===== src/include/ufc_pkg.sv =====
// Purpose: shared constants, types and tables for the uart control block
// Assumes: 8-bit host register bus, one 25 MHz clock
// Notes: divisor counts clock cycles per half bit time
package ufc_pkg;
	// register offsets on the 4-bit host address
	localparam logic [3:0] ADDR_DATA = 4'h0;
	localparam logic [3:0] ADDR_HIGH = 4'h1;
	localparam logic [3:0] ADDR_FIFO = 4'h2;
	localparam logic [3:0] ADDR_LINE = 4'h3;
	localparam logic [3:0] ADDR_MODEM = 4'h4;
	localparam logic [3:0] ADDR_FEAT = 4'h8;
	localparam logic [3:0] ADDR_ENH = 4'h9;
	localparam logic [3:0] ADDR_TX_TRIGGER_LEVEL_REG = 4'ha;
	localparam logic [3:0] ADDR_RX_TRIGGER_LEVEL_REG = 4'hb;
	localparam logic [3:0] ADDR_STAT = 4'hc;
	localparam logic [3:0] ADDR_LEVEL = 4'hd;

	// field positions
	localparam int FCR_EN = 0;
	localparam int FCR_TXCLR = 2;
	localparam int FCR_DMA = 3;
	localparam int FEATURE_CONTROL_IRINV = 4;
	localparam int EFR_SWFLOW = 3;
	localparam int EFR_ARTS = 6;
	localparam int EFR_ACTS = 7;
	localparam logic [7:0] MODEM_WMASK = 8'hf7;

	// reset values
	localparam logic [7:0] REG_RST = 8'h00;
	localparam logic [7:0] TRG_RST = 8'h01;
	localparam logic [7:0] DIV_LO_RST = 8'h01;
	localparam logic [3:0] PIN_IDLE = 4'h7;
	localparam logic OUT_IDLE = 1'b1;
	localparam logic [5:0] ISR_NONE = 6'h01;

	// counts
	localparam logic [1:0] STRAP_WAIT = 2'h3;
	localparam logic [2:0] HALF_BIT = 3'h2;
	localparam logic [2:0] STOP_H1 = 3'h2;
	localparam logic [2:0] STOP_H15 = 3'h3;
	localparam logic [2:0] STOP_H2 = 3'h4;
	localparam int FIFO_D = 4;
	localparam int CNT_W = 3;

	// flow characters
	localparam logic [7:0] XON_CHAR = 8'h11;
	localparam logic [7:0] XOFF_CHAR = 8'h13;

	// trigger tables, index is the fifo_control field
	localparam logic [1:0] TBL_B = 2'h1;
	localparam logic [1:0] TBL_C = 2'h2;
	localparam logic [1:0] TBL_D = 2'h3;
	localparam logic [7:0] RX_TRIG_A [4] = '{8'h01, 8'h04, 8'h08, 8'h0e};
	localparam logic [7:0] TX_TRIG_A = 8'h01;
	localparam logic [7:0] RX_TRIG_B [4] = '{8'h08, 8'h10, 8'h18, 8'h1c};
	localparam logic [7:0] TX_TRIG_B [4] = '{8'h10, 8'h08, 8'h18, 8'h1e};
	localparam logic [7:0] RX_TRIG_C [4] = '{8'h08, 8'h10, 8'h38, 8'h3c};
	localparam logic [7:0] TX_TRIG_C [4] = '{8'h08, 8'h10, 8'h20, 8'h38};

	typedef struct packed {
		logic dlab;
		logic brk;
		logic force_par;
		logic even;
		logic pen;
		logic stop;
		logic [1:0] wlen;
	} ufc_line_s;

	typedef struct packed {
		logic presc;
		logic ir_en;
		logic xon_any;
		logic loop_en;
		logic rsvd;
		logic pair_sel;
		logic rts;
		logic dtr;
	} ufc_modem_s;

	typedef struct packed {
		logic ferr;
		logic perr;
		logic [7:0] data;
	} ufc_char_s;

	typedef enum logic [2:0] {
		BIT_IDLE = 3'h0,
		BIT_START = 3'h1,
		BIT_DATA = 3'h3,
		BIT_PAR = 3'h2,
		BIT_STOP = 3'h6
	} ufc_bit_e;
endpackage


===== src/design/ufc_fifo.sv =====
// Purpose: small synchronous fifo with valid/ready on both sides
// Assumes: D is a power of two
// Notes: clr_i empties the fifo without touching stored words
`timescale 1ns/1ps
module ufc_fifo #(
	parameter int W = 8,
	parameter int D = 4
) (
	input wire logic mclk_i,
	input wire logic rst_i,
	input wire logic clr_i,
	input wire logic in_valid_i,
	input wire logic [W-1:0] in_data_i,
	output logic in_ready_o,
	output logic out_valid_o,
	input wire logic out_ready_i,
	output logic [W-1:0] out_data_o,
	output logic [$clog2(D+1)-1:0] count_o
);
	localparam int AW = $clog2(D);
	localparam int CW = $clog2(D + 1);
	logic [W-1:0] mem [D];
	logic [AW-1:0] wr_ptr_reg;
	logic [AW-1:0] rd_ptr_reg;
	logic [CW-1:0] cnt_reg;
	wire push = in_valid_i & in_ready_o;
	wire pop = out_valid_o & out_ready_i;

	assign in_ready_o = cnt_reg != CW'(D);
	assign out_valid_o = cnt_reg != '0;
	assign out_data_o = mem[rd_ptr_reg];
	assign count_o = cnt_reg;

	always_ff @(posedge mclk_i) begin
		if (push)
			mem[wr_ptr_reg] <= in_data_i;
	end

	always_ff @(posedge mclk_i or posedge rst_i) begin
		if (rst_i) begin
			wr_ptr_reg <= '0;
			rd_ptr_reg <= '0;
			cnt_reg <= '0;
		end else if (clr_i) begin
			wr_ptr_reg <= '0;
			rd_ptr_reg <= '0;
			cnt_reg <= '0;
		end else begin
			wr_ptr_reg <= wr_ptr_reg + AW'(push);
			rd_ptr_reg <= rd_ptr_reg + AW'(pop);
			cnt_reg <= cnt_reg + CW'(push) - CW'(pop);
		end
	end
endmodule


===== src/design/ufc_core.sv =====
// Purpose: one uart channel: fifo control, character format, modem lines
// Assumes: host strobes are one-cycle pulses in the mclk_i domain
// Notes: tx/rx fifos are 4 deep, so deep trigger levels never trip
//
// What this block does
// - tx fifo reset bit empties tx fifo, not the shifter; self clears.
// - fifo_control bit 3 dma mode is stored and only shows in status bit 7.
// - tx irq when level drops below trigger, or at empty if never above.
// - rx interrupt when rx level reaches the selected rx trigger.
// - one trigger table shared by rx and tx, last selection wins.
// - table A gives rx 1,4,8,14 and tx fixed at 1.
// - table B gives rx 8,16,24,28 and tx 16,8,24,30.
// - table C gives rx 8,16,56,60 and tx 8,16,32,56.
// - feature_control 7:6 picks table; table D uses trigger registers.
// - line_format_control 1:0 sets 5,6,7 or 8 data bits both ways.
// - stop select gives 1, or 1.5 for 5 bits and 2 otherwise.
// - parity enable adds parity on transmit and checks it on receive.
// - even select 0 means odd parity, 1 means even parity.
// - forced parity sends and expects the inverse of even select.
// - break bit holds the transmit line at space until cleared.
// - line_format_control bit 7 maps data addresses onto divisor latches.
// - dtr and rts bits drive their pins inverted, both reset high.
// - auto flow enable uses pair select: rts/cts at 0, dtr/dsr at 1.
// - loopback bit turns transmit back into receive internally, off at reset.
// - xon-any lets any received character other than xoff resume a halted transmitter.
// - infrared enable loads from the select pin after reset release.
// - infrared mode encodes tx, idles low, may invert rx before decode.
`timescale 1ns/1ps
module ufc_core
	import ufc_pkg::*;
(
	input wire logic mclk_i,
	input wire logic rst_i,
	input wire logic bus_wr_i,
	input wire logic bus_rd_i,
	input wire logic [3:0] bus_addr_i,
	input wire logic [7:0] bus_wdata_i,
	output logic [7:0] bus_rdata_o,
	input wire logic rx_i,
	input wire logic cts_n_i,
	input wire logic dsr_n_i,
	input wire logic infrared_select_pin_i,
	output logic tx_o,
	output logic dtr_n_o,
	output logic rts_n_o,
	output logic tx_irq_o,
	output logic rx_irq_o
);
	// pin synchronisers: a change counts once stages two and three agree
	logic [3:0] pin_raw;
	logic [3:0] pin_s1_reg;
	logic [3:0] pin_s2_reg;
	logic [3:0] pin_s3_reg;
	logic [3:0] pin_f_reg;
	wire [3:0] pin_agree = ~(pin_s2_reg ^ pin_s3_reg);
	wire [3:0] pin_f_nx = (pin_f_reg & ~pin_agree) | (pin_s3_reg & pin_agree);
	assign pin_raw = {infrared_select_pin_i, dsr_n_i, cts_n_i, rx_i};

	always_ff @(posedge mclk_i or posedge rst_i) begin
		if (rst_i) begin
			pin_s1_reg <= PIN_IDLE;
			pin_s2_reg <= PIN_IDLE;
			pin_s3_reg <= PIN_IDLE;
			pin_f_reg <= PIN_IDLE;
		end else begin
			pin_s1_reg <= pin_raw;
			pin_s2_reg <= pin_s1_reg;
			pin_s3_reg <= pin_s2_reg;
			pin_f_reg <= pin_f_nx;
		end
	end

	// register state
	ufc_line_s line_reg;
	ufc_modem_s modem_reg;
	logic [7:0] feat_reg;
	logic [7:0] enh_reg;
	logic [7:0] tx_trigger_level_reg_reg;
	logic [7:0] rx_trigger_level_reg_reg;
	logic [7:0] div_lo_reg;
	logic [7:0] div_hi_reg;
	logic fifo_en_reg;
	logic dma_mode_reg;
	logic [1:0] txsel_reg;
	logic [1:0] rxsel_reg;
	logic [1:0] strap_cnt_reg;
	logic strap_done_reg;

	// address decode
	wire sel_data = bus_addr_i == ADDR_DATA;
	wire sel_high = bus_addr_i == ADDR_HIGH;
	wire sel_fifo = bus_addr_i == ADDR_FIFO;
	wire sel_line = bus_addr_i == ADDR_LINE;
	wire sel_modem = bus_addr_i == ADDR_MODEM;
	wire sel_feat = bus_addr_i == ADDR_FEAT;
	wire sel_enh = bus_addr_i == ADDR_ENH;
	wire sel_tx_trigger_level_reg = bus_addr_i == ADDR_TX_TRIGGER_LEVEL_REG;
	wire sel_rx_trigger_level_reg = bus_addr_i == ADDR_RX_TRIGGER_LEVEL_REG;
	wire sel_stat = bus_addr_i == ADDR_STAT;
	wire sel_level = bus_addr_i == ADDR_LEVEL;
	wire dlab = line_reg.dlab;
	wire thr_wr = bus_wr_i & sel_data & ~dlab;
	wire rhr_rd = bus_rd_i & sel_data & ~dlab;
	wire fcr_prog = bus_wr_i & sel_fifo & bus_wdata_i[FCR_EN];
	wire tx_clr = fcr_prog & bus_wdata_i[FCR_TXCLR];
	wire stat_rd = bus_rd_i & sel_stat;

	always_ff @(posedge mclk_i or posedge rst_i) begin
		if (rst_i) begin
			line_reg <= REG_RST;
			feat_reg <= REG_RST;
			enh_reg <= REG_RST;
			tx_trigger_level_reg_reg <= TRG_RST;
			rx_trigger_level_reg_reg <= TRG_RST;
			div_lo_reg <= DIV_LO_RST;
			div_hi_reg <= REG_RST;
		end else if (bus_wr_i) begin
			if (sel_line)
				line_reg <= bus_wdata_i;
			if (sel_feat)
				feat_reg <= bus_wdata_i;
			if (sel_enh)
				enh_reg <= bus_wdata_i;
			if (sel_tx_trigger_level_reg)
				tx_trigger_level_reg_reg <= bus_wdata_i;
			if (sel_rx_trigger_level_reg)
				rx_trigger_level_reg_reg <= bus_wdata_i;
			if (sel_data & dlab)
				div_lo_reg <= bus_wdata_i;
			if (sel_high & dlab)
				div_hi_reg <= bus_wdata_i;
		end
	end

	// fifo_control: a write without the enable bit only disables the fifos
	always_ff @(posedge mclk_i or posedge rst_i) begin
		if (rst_i) begin
			fifo_en_reg <= 1'b0;
			dma_mode_reg <= 1'b0;
			txsel_reg <= 2'h0;
			rxsel_reg <= 2'h0;
		end else if (bus_wr_i & sel_fifo) begin
			fifo_en_reg <= bus_wdata_i[FCR_EN];
			if (fcr_prog) begin
				dma_mode_reg <= bus_wdata_i[FCR_DMA];
				txsel_reg <= bus_wdata_i[5:4];
				rxsel_reg <= bus_wdata_i[7:6];
			end
		end
	end

	// strap is taken once the synchroniser has settled after release
	always_ff @(posedge mclk_i or posedge rst_i) begin
		if (rst_i) begin
			modem_reg <= REG_RST;
			strap_cnt_reg <= 2'h0;
			strap_done_reg <= 1'b0;
		end else if (~strap_done_reg) begin
			strap_cnt_reg <= strap_cnt_reg + 2'h1;
			if (strap_cnt_reg == STRAP_WAIT) begin
				// the filtered level lands on this same edge, so take it as it lands
				modem_reg.ir_en <= pin_f_nx[3];
				strap_done_reg <= 1'b1;
			end
		end else if (bus_wr_i & sel_modem) begin
			modem_reg <= bus_wdata_i & MODEM_WMASK;
		end
	end

	// trigger levels from the shared table
	wire [1:0] tbl = feat_reg[7:6];
	wire [7:0] rx_trig = (tbl == TBL_D) ? rx_trigger_level_reg_reg :
		(tbl == TBL_C) ? RX_TRIG_C[rxsel_reg] :
		(tbl == TBL_B) ? RX_TRIG_B[rxsel_reg] :
		RX_TRIG_A[rxsel_reg];
	wire [7:0] tx_trig = (tbl == TBL_D) ? tx_trigger_level_reg_reg :
		(tbl == TBL_C) ? TX_TRIG_C[txsel_reg] :
		(tbl == TBL_B) ? TX_TRIG_B[txsel_reg] :
		TX_TRIG_A;

	// half bit timebase
	wire [15:0] divisor = {div_hi_reg, div_lo_reg};
	logic [15:0] baud_cnt_reg;
	wire tick = baud_cnt_reg == 16'h0;
	wire [15:0] baud_load = (divisor == 16'h0) ? 16'h0 : divisor - 16'h1;

	always_ff @(posedge mclk_i or posedge rst_i) begin
		if (rst_i)
			baud_cnt_reg <= 16'h0;
		else
			baud_cnt_reg <= tick ? baud_load : baud_cnt_reg - 16'h1;
	end

	// character format
	wire [7:0] wmask = 8'hff >> (2'h3 - line_reg.wlen);
	wire [2:0] last_bit = {1'b1, line_reg.wlen};
	wire [2:0] stop_h = ~line_reg.stop ? STOP_H1 :
		(line_reg.wlen == 2'h0) ? STOP_H15 : STOP_H2;

	function automatic logic par_of(input logic [7:0] d, input ufc_line_s l);
		par_of = l.force_par ? ~l.even : (^d) ^ ~l.even;
	endfunction

	// fifos
	logic tx_valid;
	logic [7:0] tx_head;
	logic [CNT_W-1:0] tx_cnt;
	logic tx_in_ready;
	logic tx_go;
	logic rx_valid;
	logic rx_in_ready;
	logic rx_push;
	logic rx_accept;
	ufc_char_s rx_head;
	ufc_char_s rx_char;
	logic [CNT_W-1:0] rx_cnt;

	// without fifo mode each direction holds a single character
	wire tx_wr_ok = fifo_en_reg | ~tx_valid;
	assign rx_accept = rx_in_ready & (fifo_en_reg | ~rx_valid);

	ufc_fifo #(.W(8), .D(FIFO_D)) u_tx_fifo (
		.mclk_i(mclk_i),
		.rst_i(rst_i),
		.clr_i(tx_clr),
		.in_valid_i(thr_wr & tx_wr_ok),
		.in_data_i(bus_wdata_i),
		.in_ready_o(tx_in_ready),
		.out_valid_o(tx_valid),
		.out_ready_i(tx_go),
		.out_data_o(tx_head),
		.count_o(tx_cnt)
	);

	ufc_fifo #(.W($bits(ufc_char_s)), .D(FIFO_D)) u_rx_fifo (
		.mclk_i(mclk_i),
		.rst_i(rst_i),
		.clr_i(1'b0),
		.in_valid_i(rx_push & rx_accept),
		.in_data_i(rx_char),
		.in_ready_o(rx_in_ready),
		.out_valid_o(rx_valid),
		.out_ready_i(rhr_rd),
		.out_data_o(rx_head),
		.count_o(rx_cnt)
	);

	// transmitter
	ufc_bit_e tx_st_reg;
	ufc_bit_e tx_st_nx;
	logic [2:0] tx_h_nx;
	logic [7:0] tx_sh_reg;
	logic [2:0] tx_h_reg;
	logic [2:0] tx_n_reg;
	logic tx_par_reg;
	logic tx_halt_reg;
	wire pair = modem_reg.pair_sel;
	wire cts_block = enh_reg[EFR_ACTS] &
		(pair ? pin_f_reg[2] : pin_f_reg[1]);
	wire tx_end = tick & (tx_h_reg == 3'h1);
	// starting only on a tick keeps the start bit whole; a waiting character
	// follows the stop bit with no idle gap
	wire tx_free = (tx_st_reg == BIT_IDLE) |
		((tx_st_reg == BIT_STOP) & tx_end);
	// flow control only stops between characters, never mid frame
	assign tx_go = tx_free & tick & tx_valid & ~cts_block & ~tx_halt_reg;

	always_comb begin
		tx_st_nx = BIT_IDLE;
		tx_h_nx = HALF_BIT;
		case (tx_st_reg)
			BIT_START: tx_st_nx = BIT_DATA;
			BIT_DATA: begin
				if (tx_n_reg != last_bit) begin
					tx_st_nx = BIT_DATA;
				end else if (line_reg.pen) begin
					tx_st_nx = BIT_PAR;
				end else begin
					tx_st_nx = BIT_STOP;
					tx_h_nx = stop_h;
				end
			end
			BIT_PAR: begin
				tx_st_nx = BIT_STOP;
				tx_h_nx = stop_h;
			end
			default: tx_st_nx = BIT_IDLE;
		endcase
	end

	always_ff @(posedge mclk_i or posedge rst_i) begin
		if (rst_i) begin
			tx_st_reg <= BIT_IDLE;
			tx_sh_reg <= 8'h00;
			tx_h_reg <= HALF_BIT;
			tx_n_reg <= 3'h0;
			tx_par_reg <= 1'b0;
		end else if (tx_go) begin
			tx_st_reg <= BIT_START;
			tx_sh_reg <= tx_head;
			tx_par_reg <= par_of(tx_head & wmask, line_reg);
			tx_h_reg <= HALF_BIT;
		end else if (tx_end) begin
			tx_st_reg <= tx_st_nx;
			tx_h_reg <= tx_h_nx;
			tx_n_reg <= (tx_st_reg == BIT_DATA) ? tx_n_reg + 3'h1 : 3'h0;
			if (tx_st_reg == BIT_DATA)
				tx_sh_reg <= {1'b0, tx_sh_reg[7:1]};
		end else if (tick & (tx_st_reg != BIT_IDLE)) begin
			tx_h_reg <= tx_h_reg - 3'h1;
		end
	end

	wire tx_line = (tx_st_reg == BIT_DATA) ? tx_sh_reg[0] :
		(tx_st_reg == BIT_PAR) ? tx_par_reg :
		(tx_st_reg != BIT_START);
	wire line_eff = tx_line & ~line_reg.brk;
	wire ir_en = modem_reg.ir_en;
	// infrared pulse fills the first half of each space bit
	wire ir_enc = ~line_eff & tx_h_reg[1];
	wire loop_en = modem_reg.loop_en;
	wire tx_pin_nx = loop_en ? ~ir_en : (ir_en ? ir_enc : line_eff);

	// infrared decoder: a pulse marks the rest of the bit as space
	logic [1:0] ir_hold_reg;
	wire ir_in = pin_f_reg[0] ^ feat_reg[FEATURE_CONTROL_IRINV];
	wire ir_dec = (ir_hold_reg == 2'h0) & ~ir_in;

	always_ff @(posedge mclk_i or posedge rst_i) begin
		if (rst_i)
			ir_hold_reg <= 2'h0;
		else if (ir_in)
			ir_hold_reg <= 2'h2;
		else if (tick & (ir_hold_reg != 2'h0))
			ir_hold_reg <= ir_hold_reg - 2'h1;
	end

	wire rx_src = loop_en ? line_eff : (ir_en ? ir_dec : pin_f_reg[0]);

	// receiver samples mid-bit on half bit ticks
	ufc_bit_e rx_st_reg;
	ufc_bit_e rx_st_nx;
	logic [7:0] rx_sh_reg;
	logic [2:0] rx_n_reg;
	logic rx_h_reg;
	logic rx_par_reg;
	wire rx_smp = tick & rx_h_reg;

	always_comb begin
		rx_st_nx = BIT_IDLE;
		case (rx_st_reg)
			BIT_IDLE: rx_st_nx = rx_src ? BIT_IDLE : BIT_START;
			BIT_START: rx_st_nx = rx_src ? BIT_IDLE : BIT_DATA;
			BIT_DATA: begin
				if (rx_n_reg != last_bit)
					rx_st_nx = BIT_DATA;
				else
					rx_st_nx = line_reg.pen ? BIT_PAR : BIT_STOP;
			end
			BIT_PAR: rx_st_nx = BIT_STOP;
			default: rx_st_nx = BIT_IDLE;
		endcase
	end

	always_ff @(posedge mclk_i or posedge rst_i) begin
		if (rst_i) begin
			rx_st_reg <= BIT_IDLE;
			rx_sh_reg <= 8'h00;
			rx_n_reg <= 3'h0;
			rx_h_reg <= 1'b0;
			rx_par_reg <= 1'b0;
		end else if (tick & (rx_st_reg == BIT_IDLE)) begin
			rx_st_reg <= rx_st_nx;
			rx_h_reg <= 1'b1;
		end else if (tick) begin
			rx_h_reg <= ~rx_h_reg;
			if (rx_h_reg) begin
				rx_st_reg <= rx_st_nx;
				rx_n_reg <= (rx_st_reg == BIT_DATA) ? rx_n_reg + 3'h1 : 3'h0;
				if (rx_st_reg == BIT_DATA)
					rx_sh_reg <= {rx_src, rx_sh_reg[7:1]};
				if (rx_st_reg == BIT_PAR)
					rx_par_reg <= rx_src;
			end
		end
	end

	wire [7:0] rx_data = rx_sh_reg >> (2'h3 - line_reg.wlen);
	wire rx_perr = line_reg.pen & (rx_par_reg != par_of(rx_data, line_reg));
	assign rx_push = rx_smp & (rx_st_reg == BIT_STOP);
	assign rx_char = {~rx_src, rx_perr, rx_data};

	// sticky status, a new event beats the clearing read
	logic perr_reg;
	logic ferr_reg;
	logic ovr_reg;
	wire rx_got = rx_push & rx_accept;
	wire sw_flow = enh_reg[EFR_SWFLOW];

	always_ff @(posedge mclk_i or posedge rst_i) begin
		if (rst_i) begin
			perr_reg <= 1'b0;
			ferr_reg <= 1'b0;
			ovr_reg <= 1'b0;
			tx_halt_reg <= 1'b0;
		end else begin
			perr_reg <= (perr_reg & ~stat_rd) | (rx_got & rx_perr);
			ferr_reg <= (ferr_reg & ~stat_rd) | (rx_got & ~rx_src);
			ovr_reg <= (ovr_reg & ~stat_rd) | (rx_push & ~rx_accept);
			if (~sw_flow)
				tx_halt_reg <= 1'b0;
			else if (rx_got & (rx_data == XOFF_CHAR))
				tx_halt_reg <= 1'b1;
			else if (rx_got & ((rx_data == XON_CHAR) | modem_reg.xon_any))
				tx_halt_reg <= 1'b0;
		end
	end

	// interrupt levels
	wire [7:0] tx_lvl = {5'h00, tx_cnt};
	wire [7:0] rx_lvl = {5'h00, rx_cnt};
	logic tx_above_reg;
	wire tx_irq_nx = tx_above_reg ? (tx_lvl < tx_trig) : (tx_cnt == '0);
	wire rx_irq_nx = rx_valid & (rx_lvl >= rx_trig);

	// modem outputs, auto flow drops the selected line while rx is full
	wire auto_rts = enh_reg[EFR_ARTS];
	wire rx_stop = auto_rts & ~rx_in_ready;
	wire rts_n_nx = loop_en | ~modem_reg.rts | (rx_stop & ~pair);
	wire dtr_n_nx = loop_en | ~modem_reg.dtr | (rx_stop & pair);

	// read mux
	wire [7:0] stat_val = {dma_mode_reg, ovr_reg, tx_halt_reg, ferr_reg,
		perr_reg, ~tx_in_ready, ~tx_valid, rx_valid};
	wire [7:0] rd_mux = sel_data ? (dlab ? div_lo_reg : rx_head.data) :
		sel_high ? (dlab ? div_hi_reg : 8'h00) :
		sel_fifo ? {fifo_en_reg, fifo_en_reg, ISR_NONE} :
		sel_line ? line_reg :
		sel_modem ? modem_reg :
		sel_feat ? feat_reg :
		sel_enh ? enh_reg :
		sel_tx_trigger_level_reg ? tx_trigger_level_reg_reg :
		sel_rx_trigger_level_reg ? rx_trigger_level_reg_reg :
		sel_stat ? stat_val :
		sel_level ? {1'b0, rx_cnt, 1'b0, tx_cnt} :
		8'h00;

	always_ff @(posedge mclk_i or posedge rst_i) begin
		if (rst_i) begin
			bus_rdata_o <= 8'h00;
			tx_o <= OUT_IDLE;
			rts_n_o <= OUT_IDLE;
			dtr_n_o <= OUT_IDLE;
			tx_irq_o <= 1'b0;
			rx_irq_o <= 1'b0;
			tx_above_reg <= 1'b0;
		end else begin
			if (bus_rd_i)
				bus_rdata_o <= rd_mux;
			tx_o <= tx_pin_nx;
			rts_n_o <= rts_n_nx;
			dtr_n_o <= dtr_n_nx;
			tx_irq_o <= tx_irq_nx;
			rx_irq_o <= rx_irq_nx;
			if (tx_cnt == '0)
				tx_above_reg <= 1'b0;
			else if (tx_lvl > tx_trig)
				tx_above_reg <= 1'b1;
		end
	end
endmodule


===== config.mk =====
export PLATFORM = sky130hd
export DESIGN_NAME = ufc_core
export DESIGN_NICKNAME = d
export VERILOG_FILES = /design/src/include/ufc_pkg.sv /design/src/design/ufc_fifo.sv /design/src/design/ufc_core.sv
export SDC_FILE = /design/constraint.sdc
export NUM_CORES = 1
export LEC_CHECK = 0
export BUFFER_PORTS_ARGS = -buffer_cell sky130_fd_sc_hd__buf_2
export CORE_ASPECT_RATIO = 0.9
export CORE_MARGIN = 3
export CORE_UTILIZATION = 35
export CTS_BUF_LIST = sky130_fd_sc_hd__clkbuf_4 sky130_fd_sc_hd__clkbuf_8
export DETAILED_ROUTE_END_ITERATION = 8
export GPL_TIMING_DRIVEN = 0
export SLEW_MARGIN = 0
export SYNTH_ARGS = -nofsm -noshare
export SYNTH_HDL_FRONTEND = slang
export SYNTH_HIERARCHICAL = 1
export SYNTH_SLANG_ARGS = --single-unit

===== constraint.sdc =====
create_clock -name mclk_i -period 11.75 [get_ports mclk_i]
set_clock_uncertainty 0.15 [all_clocks]
set_input_delay 2.35 -clock mclk_i [delete_from_list [all_inputs] [get_ports mclk_i]]
set_output_delay 2.35 -clock mclk_i [all_outputs]
set_load 0.005 [all_outputs]

**Yosys cells after proc, flatten, opt, wreduce, memory -nomap -nowiden**

Memories as Yosys holds them, arrays and structs flattened.
Cells that the tools add are included.

- Input port bits: 20
- Flip-flop bits (word level): 172
- Bits in writable memories: 72
- Memories kept: 2

Memories:

| memory | words | bits a word | rd ports | clocked after Yosys merged registers in | wr ports | RTL line | text |
|---|---|---|---|---|---|---|---|
| u_rx_fifo.mem | 4 | 10 | 1 | 0 | 1 | ufc_fifo.sv:22 | `logic [W-1:0] mem [D];` |
| u_tx_fifo.mem | 4 | 8 | 1 | 0 | 1 | ufc_fifo.sv:22 |  |

- Order comparisons: 5
- Equal/unequal tests: 33
- Add/subtract/negate cells: 16
- Bitwise gates (word level): 90
- Shifts and indexed selects: 2
- Muxes and demuxes: 92
- Reduce and logical (&&, ||, !) cells: 38

Operator list:

| operator | number |
|---|---|
| $mux W8 | 31 |
| $bmux W8 S2 | 5 |
| $mux W3 | 18 |
| $and A1 B1 Y1 | 46 |
| $logic_not A16 Y1 | 2 |
| $mux W16 | 2 |
| $sub A16 B1 Y16 const B | 2 |
| $mux W1 | 26 |
| $reduce_and A2 Y1 | 13 |
| $eq A4 B4 Y1 const B | 6 |
| $not A1 Y1 | 21 |
| $eq A8 B5 Y1 const B | 2 |
| $reduce_bool A2 Y1 | 8 |
| $reduce_xor A8 Y1 | 2 |
| $mux W7 | 2 |
| $eq A3 B2 Y1 const B | 4 |
| $pmux W3 S4 | 1 |
| $reduce_bool A3 Y1 | 4 |
| $or A1 B1 Y1 | 11 |
| $mux W2 | 5 |
| $eq A3 B1 Y1 const B | 3 |
| $logic_not A3 Y1 | 3 |
| $pmux W3 S3 | 1 |
| $add A2 B1 Y2 | 4 |
| other kinds (36) | 54 |

**Longest topological paths before layout**

- Depth in word-level cells: 12
- Depth in mapped cells: 15
- Mapped depth without buffers: 14

**By module**

Netlist, hierarchy kept.

Modules (own cells, without submodules):

| module | times used | seq. area each (um^2) | area an instance (um^2) | cells each |
|---|---|---|---|---|
| ufc_core | 1 | 3977.6 | 8918.6 | 865 |
| ufc_fifo (u_rx_fifo) | 1 | 1376.3 | 1869.3 | 94 |
| ufc_fifo (u_tx_fifo) | 1 | 1136.1 | 1574.0 | 84 |

**Worst setup path after synthesis**

OpenSTA, ideal clock, no wires.

- Path kind: input to register
- Start: input bus_addr_i[3]
- End: register u_tx_fifo.cnt_reg[2] (netlist: u_tx_fifo/count_o[2])
- Path slack: 6.429 ns
- Library setup time: 0.086 ns
- Arrival: 5.085 ns
- Required time: 11.514 ns
- Stages: 12
- Cells stage by stage: clkbuf_1 nor2_1 nand2_1 a2111oi_0 nand2_1 xor2_1 ha_1 inv_1 fa_1 xor2_1 and2_1 nor3_1

- Longest elaborated chain between the ends: 8
- Elaborated cells between the ends (all ways): 12

Ends and longest elaborated chain:

| element | RTL line | text |
|---|---|---|
| start, declared | ufc_core.sv:36 | `input wire logic [3:0] bus_addr_i,` |
| $logic_not A4 Y1 | ufc_core.sv:90 | `wire sel_data = bus_addr_i == ADDR_DATA;` |
| $and A1 B1 Y1 (2 in series) | ufc_core.sv:102 | `wire thr_wr = bus_wr_i & sel_data & ~dlab;` |
| $and A1 B1 Y1 | ufc_core.sv:226 | `.in_valid_i(thr_wr & tx_wr_ok),` |
| $and A1 B1 Y1 | ufc_fifo.sv:26 | `wire push = in_valid_i & in_ready_o;` |
| $add A3 B1 Y3 | ufc_fifo.sv:51 | `cnt_reg <= cnt_reg + CW'(push) - CW'(pop);` |
| $sub A3 B1 Y3 | ufc_fifo.sv:51 |  |
| $mux W3 (*) | ufc_fifo.sv:44 | `end else if (clr_i) begin` |
| end signal, assigned | ufc_fifo.sv:51 |  |
| end, declared | ufc_fifo.sv:25 | `logic [CW-1:0] cnt_reg;` |

Mark *: on every way between the ends. The rest lies on a longest branch, timed or not.
A chain may end at the register's enable or synchronous reset.

**Final worst setup path**

- Start: input bus_addr_i[3]
- End: memory u_tx_fifo.mem[4][6] (netlist: u_tx_fifo/mem[2][6]), enable pin

- Longest elaborated chain between the ends: 7

Ends and longest elaborated chain:

| element | RTL line | text |
|---|---|---|
| $logic_not A4 Y1 | ufc_core.sv:90 |  |
| $and A1 B1 Y1 (2 in series) | ufc_core.sv:102 |  |
| $and A1 B1 Y1 | ufc_core.sv:226 |  |
| $and A1 B1 Y1 | ufc_fifo.sv:26 |  |
| $mux W1 | ufc_fifo.sv:35 | `if (push)` |
| $mux W1 (implied by the code) | ufc_fifo.sv:36 | `mem[wr_ptr_reg] <= in_data_i;` |
| end, declared | ufc_fifo.sv:22 |  |

Every way passes these cells.

==> flow_summary.toml <==
[outcome]
status = "finished clean"

[setup_path]
path_cells = "buf_2, clkbuf_1, nor2_1, nand2_1, a2111oi_1, inv_1, or3_4, nor2_1"
cp-end-kind = "register"
crit_arrival_ns = 5.94
start_kind = "primary input"
worst-path-buf-inv = 3
cp_common_cell = "nor2_1"
crit_slowest_cell = "a2111oi_1"
r2r_slack_ns = 7.20
critPathKind = "primary input to register"
cp.required_ns = 11.77
critPathTopFamily = "simple AND/OR/NAND/NOR gates"
critical_path.max_stage_delay_ns = 1.02
rr_worst_depth = 6
cp.depth = 8
path_max_fanout = 10

[detailed_routing]
drtIter0Drc = 554
drcViolationCount = 0
final_antenna_net_count = 0
post_drt_via_cell_ratio = 5.34
vias = 8551
firstDrtPassIters = 5
drt_wl_total_um = 31600
wl_per_cell_um = 19.8

[timing]
period_share = 0.504
timing.hold.ws_ns = 0.207
tns_ns = 0
tightestPinTransition_ns = 1.28
finalMaxSlewViolations = 0
max-slew-margin-rel = 0.143
fmax_mhz = 169
setup_viol = 0
fin_crit_ns = 5.92
rsz0062_at_grt = "false"
hold_viol = 0

[global_routing]
antenna_found_initial = 0
grt_pass1_wl_um = 50000
grt_pass1_vias = 8501
overflow = 0
track_usage = 0.173
grt_max_degree = 103

[hold_path]
min_path_cells = 0
hold_path_class = "register to register"

[final_layout]
diodes = 0
area_growth_pct = 13.9
nets = 1165
drive_gt1_frac = 0.241

[place]
gp_congestion = 0.883
io_buffers = 30
dp_hpwl_um = 22500

[clocking]
cts_buffers = 42
clock_path_buffers = 3
root_buffer = "clkbuf_8"
cts_resized = 0
cts_tree = "built"
path_clk_slew_ns = 0.06
clkLatencyLatePin_ns = 0.57
cts_sinks = 236
ctsHoldBuffers = 0
cts_max_level = 2
cts_setup_buffers = 0

[synthesis]
syn_avg_cell_area_um2 = 11.7
synthesis.area_mm2 = 0.0121
postSynthCellCount = 1032
synth-warning-count = 6

[flow_run]
maxCapViolCount = 0

[die]
die_area_mm2 = 0.0368
die_y_um = 182
initial_core_util = 0.360
die_width_um = 202
coreArea_mm2 = 0.0335
num_rows = 63
io_pins = 33

[power]
irDropWorstVdd_mv = 0.0902
power_density_mw_per_mm2 = 177
power.leakage_uw = 0.00551
## report_power, final
part / switching (µW) / internal, µW
registers: 133 / 965
logic: 294 / 238
clock network: 349 / 460
## cell usage in the layout (no fill, tap or decap), types with 9 or more instances in the layout
master	n
mux2_2	75
mux4_2	17
edfxtp_1	64
dfstp_2	19
o22ai_1	17
clkbuf_1	29
ha_1	30
xor2_1	20
a32oi_1	10
or3_1	13
a21oi_1	41
nor2_1	47
nor3_1	18
clkbuf_8	50
nand3_1	26
nor2b_1	18
buf_2	37
inv_1	55
clkbuf_4	15
dfrtp_1	153
nand2_1	75
o21ai_1	11
nor4_1	9
xnor2_1	22
o21ai_0	46
mux2i_1	13
## layer usage
| layer | track usage | up-vias | wire [µm] | share of wire |
|---|---|---|---|---|
| li1 | - | 3986 | - | - |
| met1 | 0.258 | 4301 | 15400 | 0.49 |
| met2 | 0.259 | 220 | 14100 | 0.45 |
| met3 | 0.0332 | 44 | 1610 | 0.051 |
| met4 | 0.0435 | 0 | 528 | 0.017 |
| met5 | 0 | - | 0 | 0 |
## layout make-up
class                   instances  area [µm²]
clock inverters                11        93.8
clock buffers                  65         801
inverters                      59         229
repair buffers                 31         178
fillers                      3243       19800
plain buffers                  44         206
multi-input cells             699        5420
well taps                     455         569
flip-flops and latches        236        6250
## through the flow
stage          std cells  total power [µW]  instance area, µm²  worst slack [ns]   util
5_1_grt             1600              2590               13800              5.56  0.410
4_1_cts             1600              2460               13700              5.39  0.410
6_report            1600              2440               13800              5.83  0.410
3_5_place_dp        1524              1640               12800              4.80  0.384
2_1_floorplan       1038              1460               12100              5.02      -
3_3_place_gp        1523              1630               12800              2.80  0.383
## final timing paths
| path | from | endpoint |
|---|---|---|
| worst max-delay path | bus_addr_i[3] | u_tx_fifo/mem[2][6]$_DFFE_PP_ |
| worst min-delay path | pin_s1_reg[3]$_DFF_PP0_ | pin_s2_reg[3]$_DFF_PP0_ |
| worst max register to register | u_rx_fifo/count_o[1]$_DFF_PP0_ | u_rx_fifo/mem[3][7]$_DFFE_PP_ |
| worst min register to register | pin_s1_reg[3]$_DFF_PP0_ | pin_s2_reg[3]$_DFF_PP0_ |
| max in group asynchronous | rst_i | async pin |
| min in group asynchronous | rst_i | u_rx_fifo/count_o[2]$_DFF_PP0_ |
(Power assumes the default switching activity.)
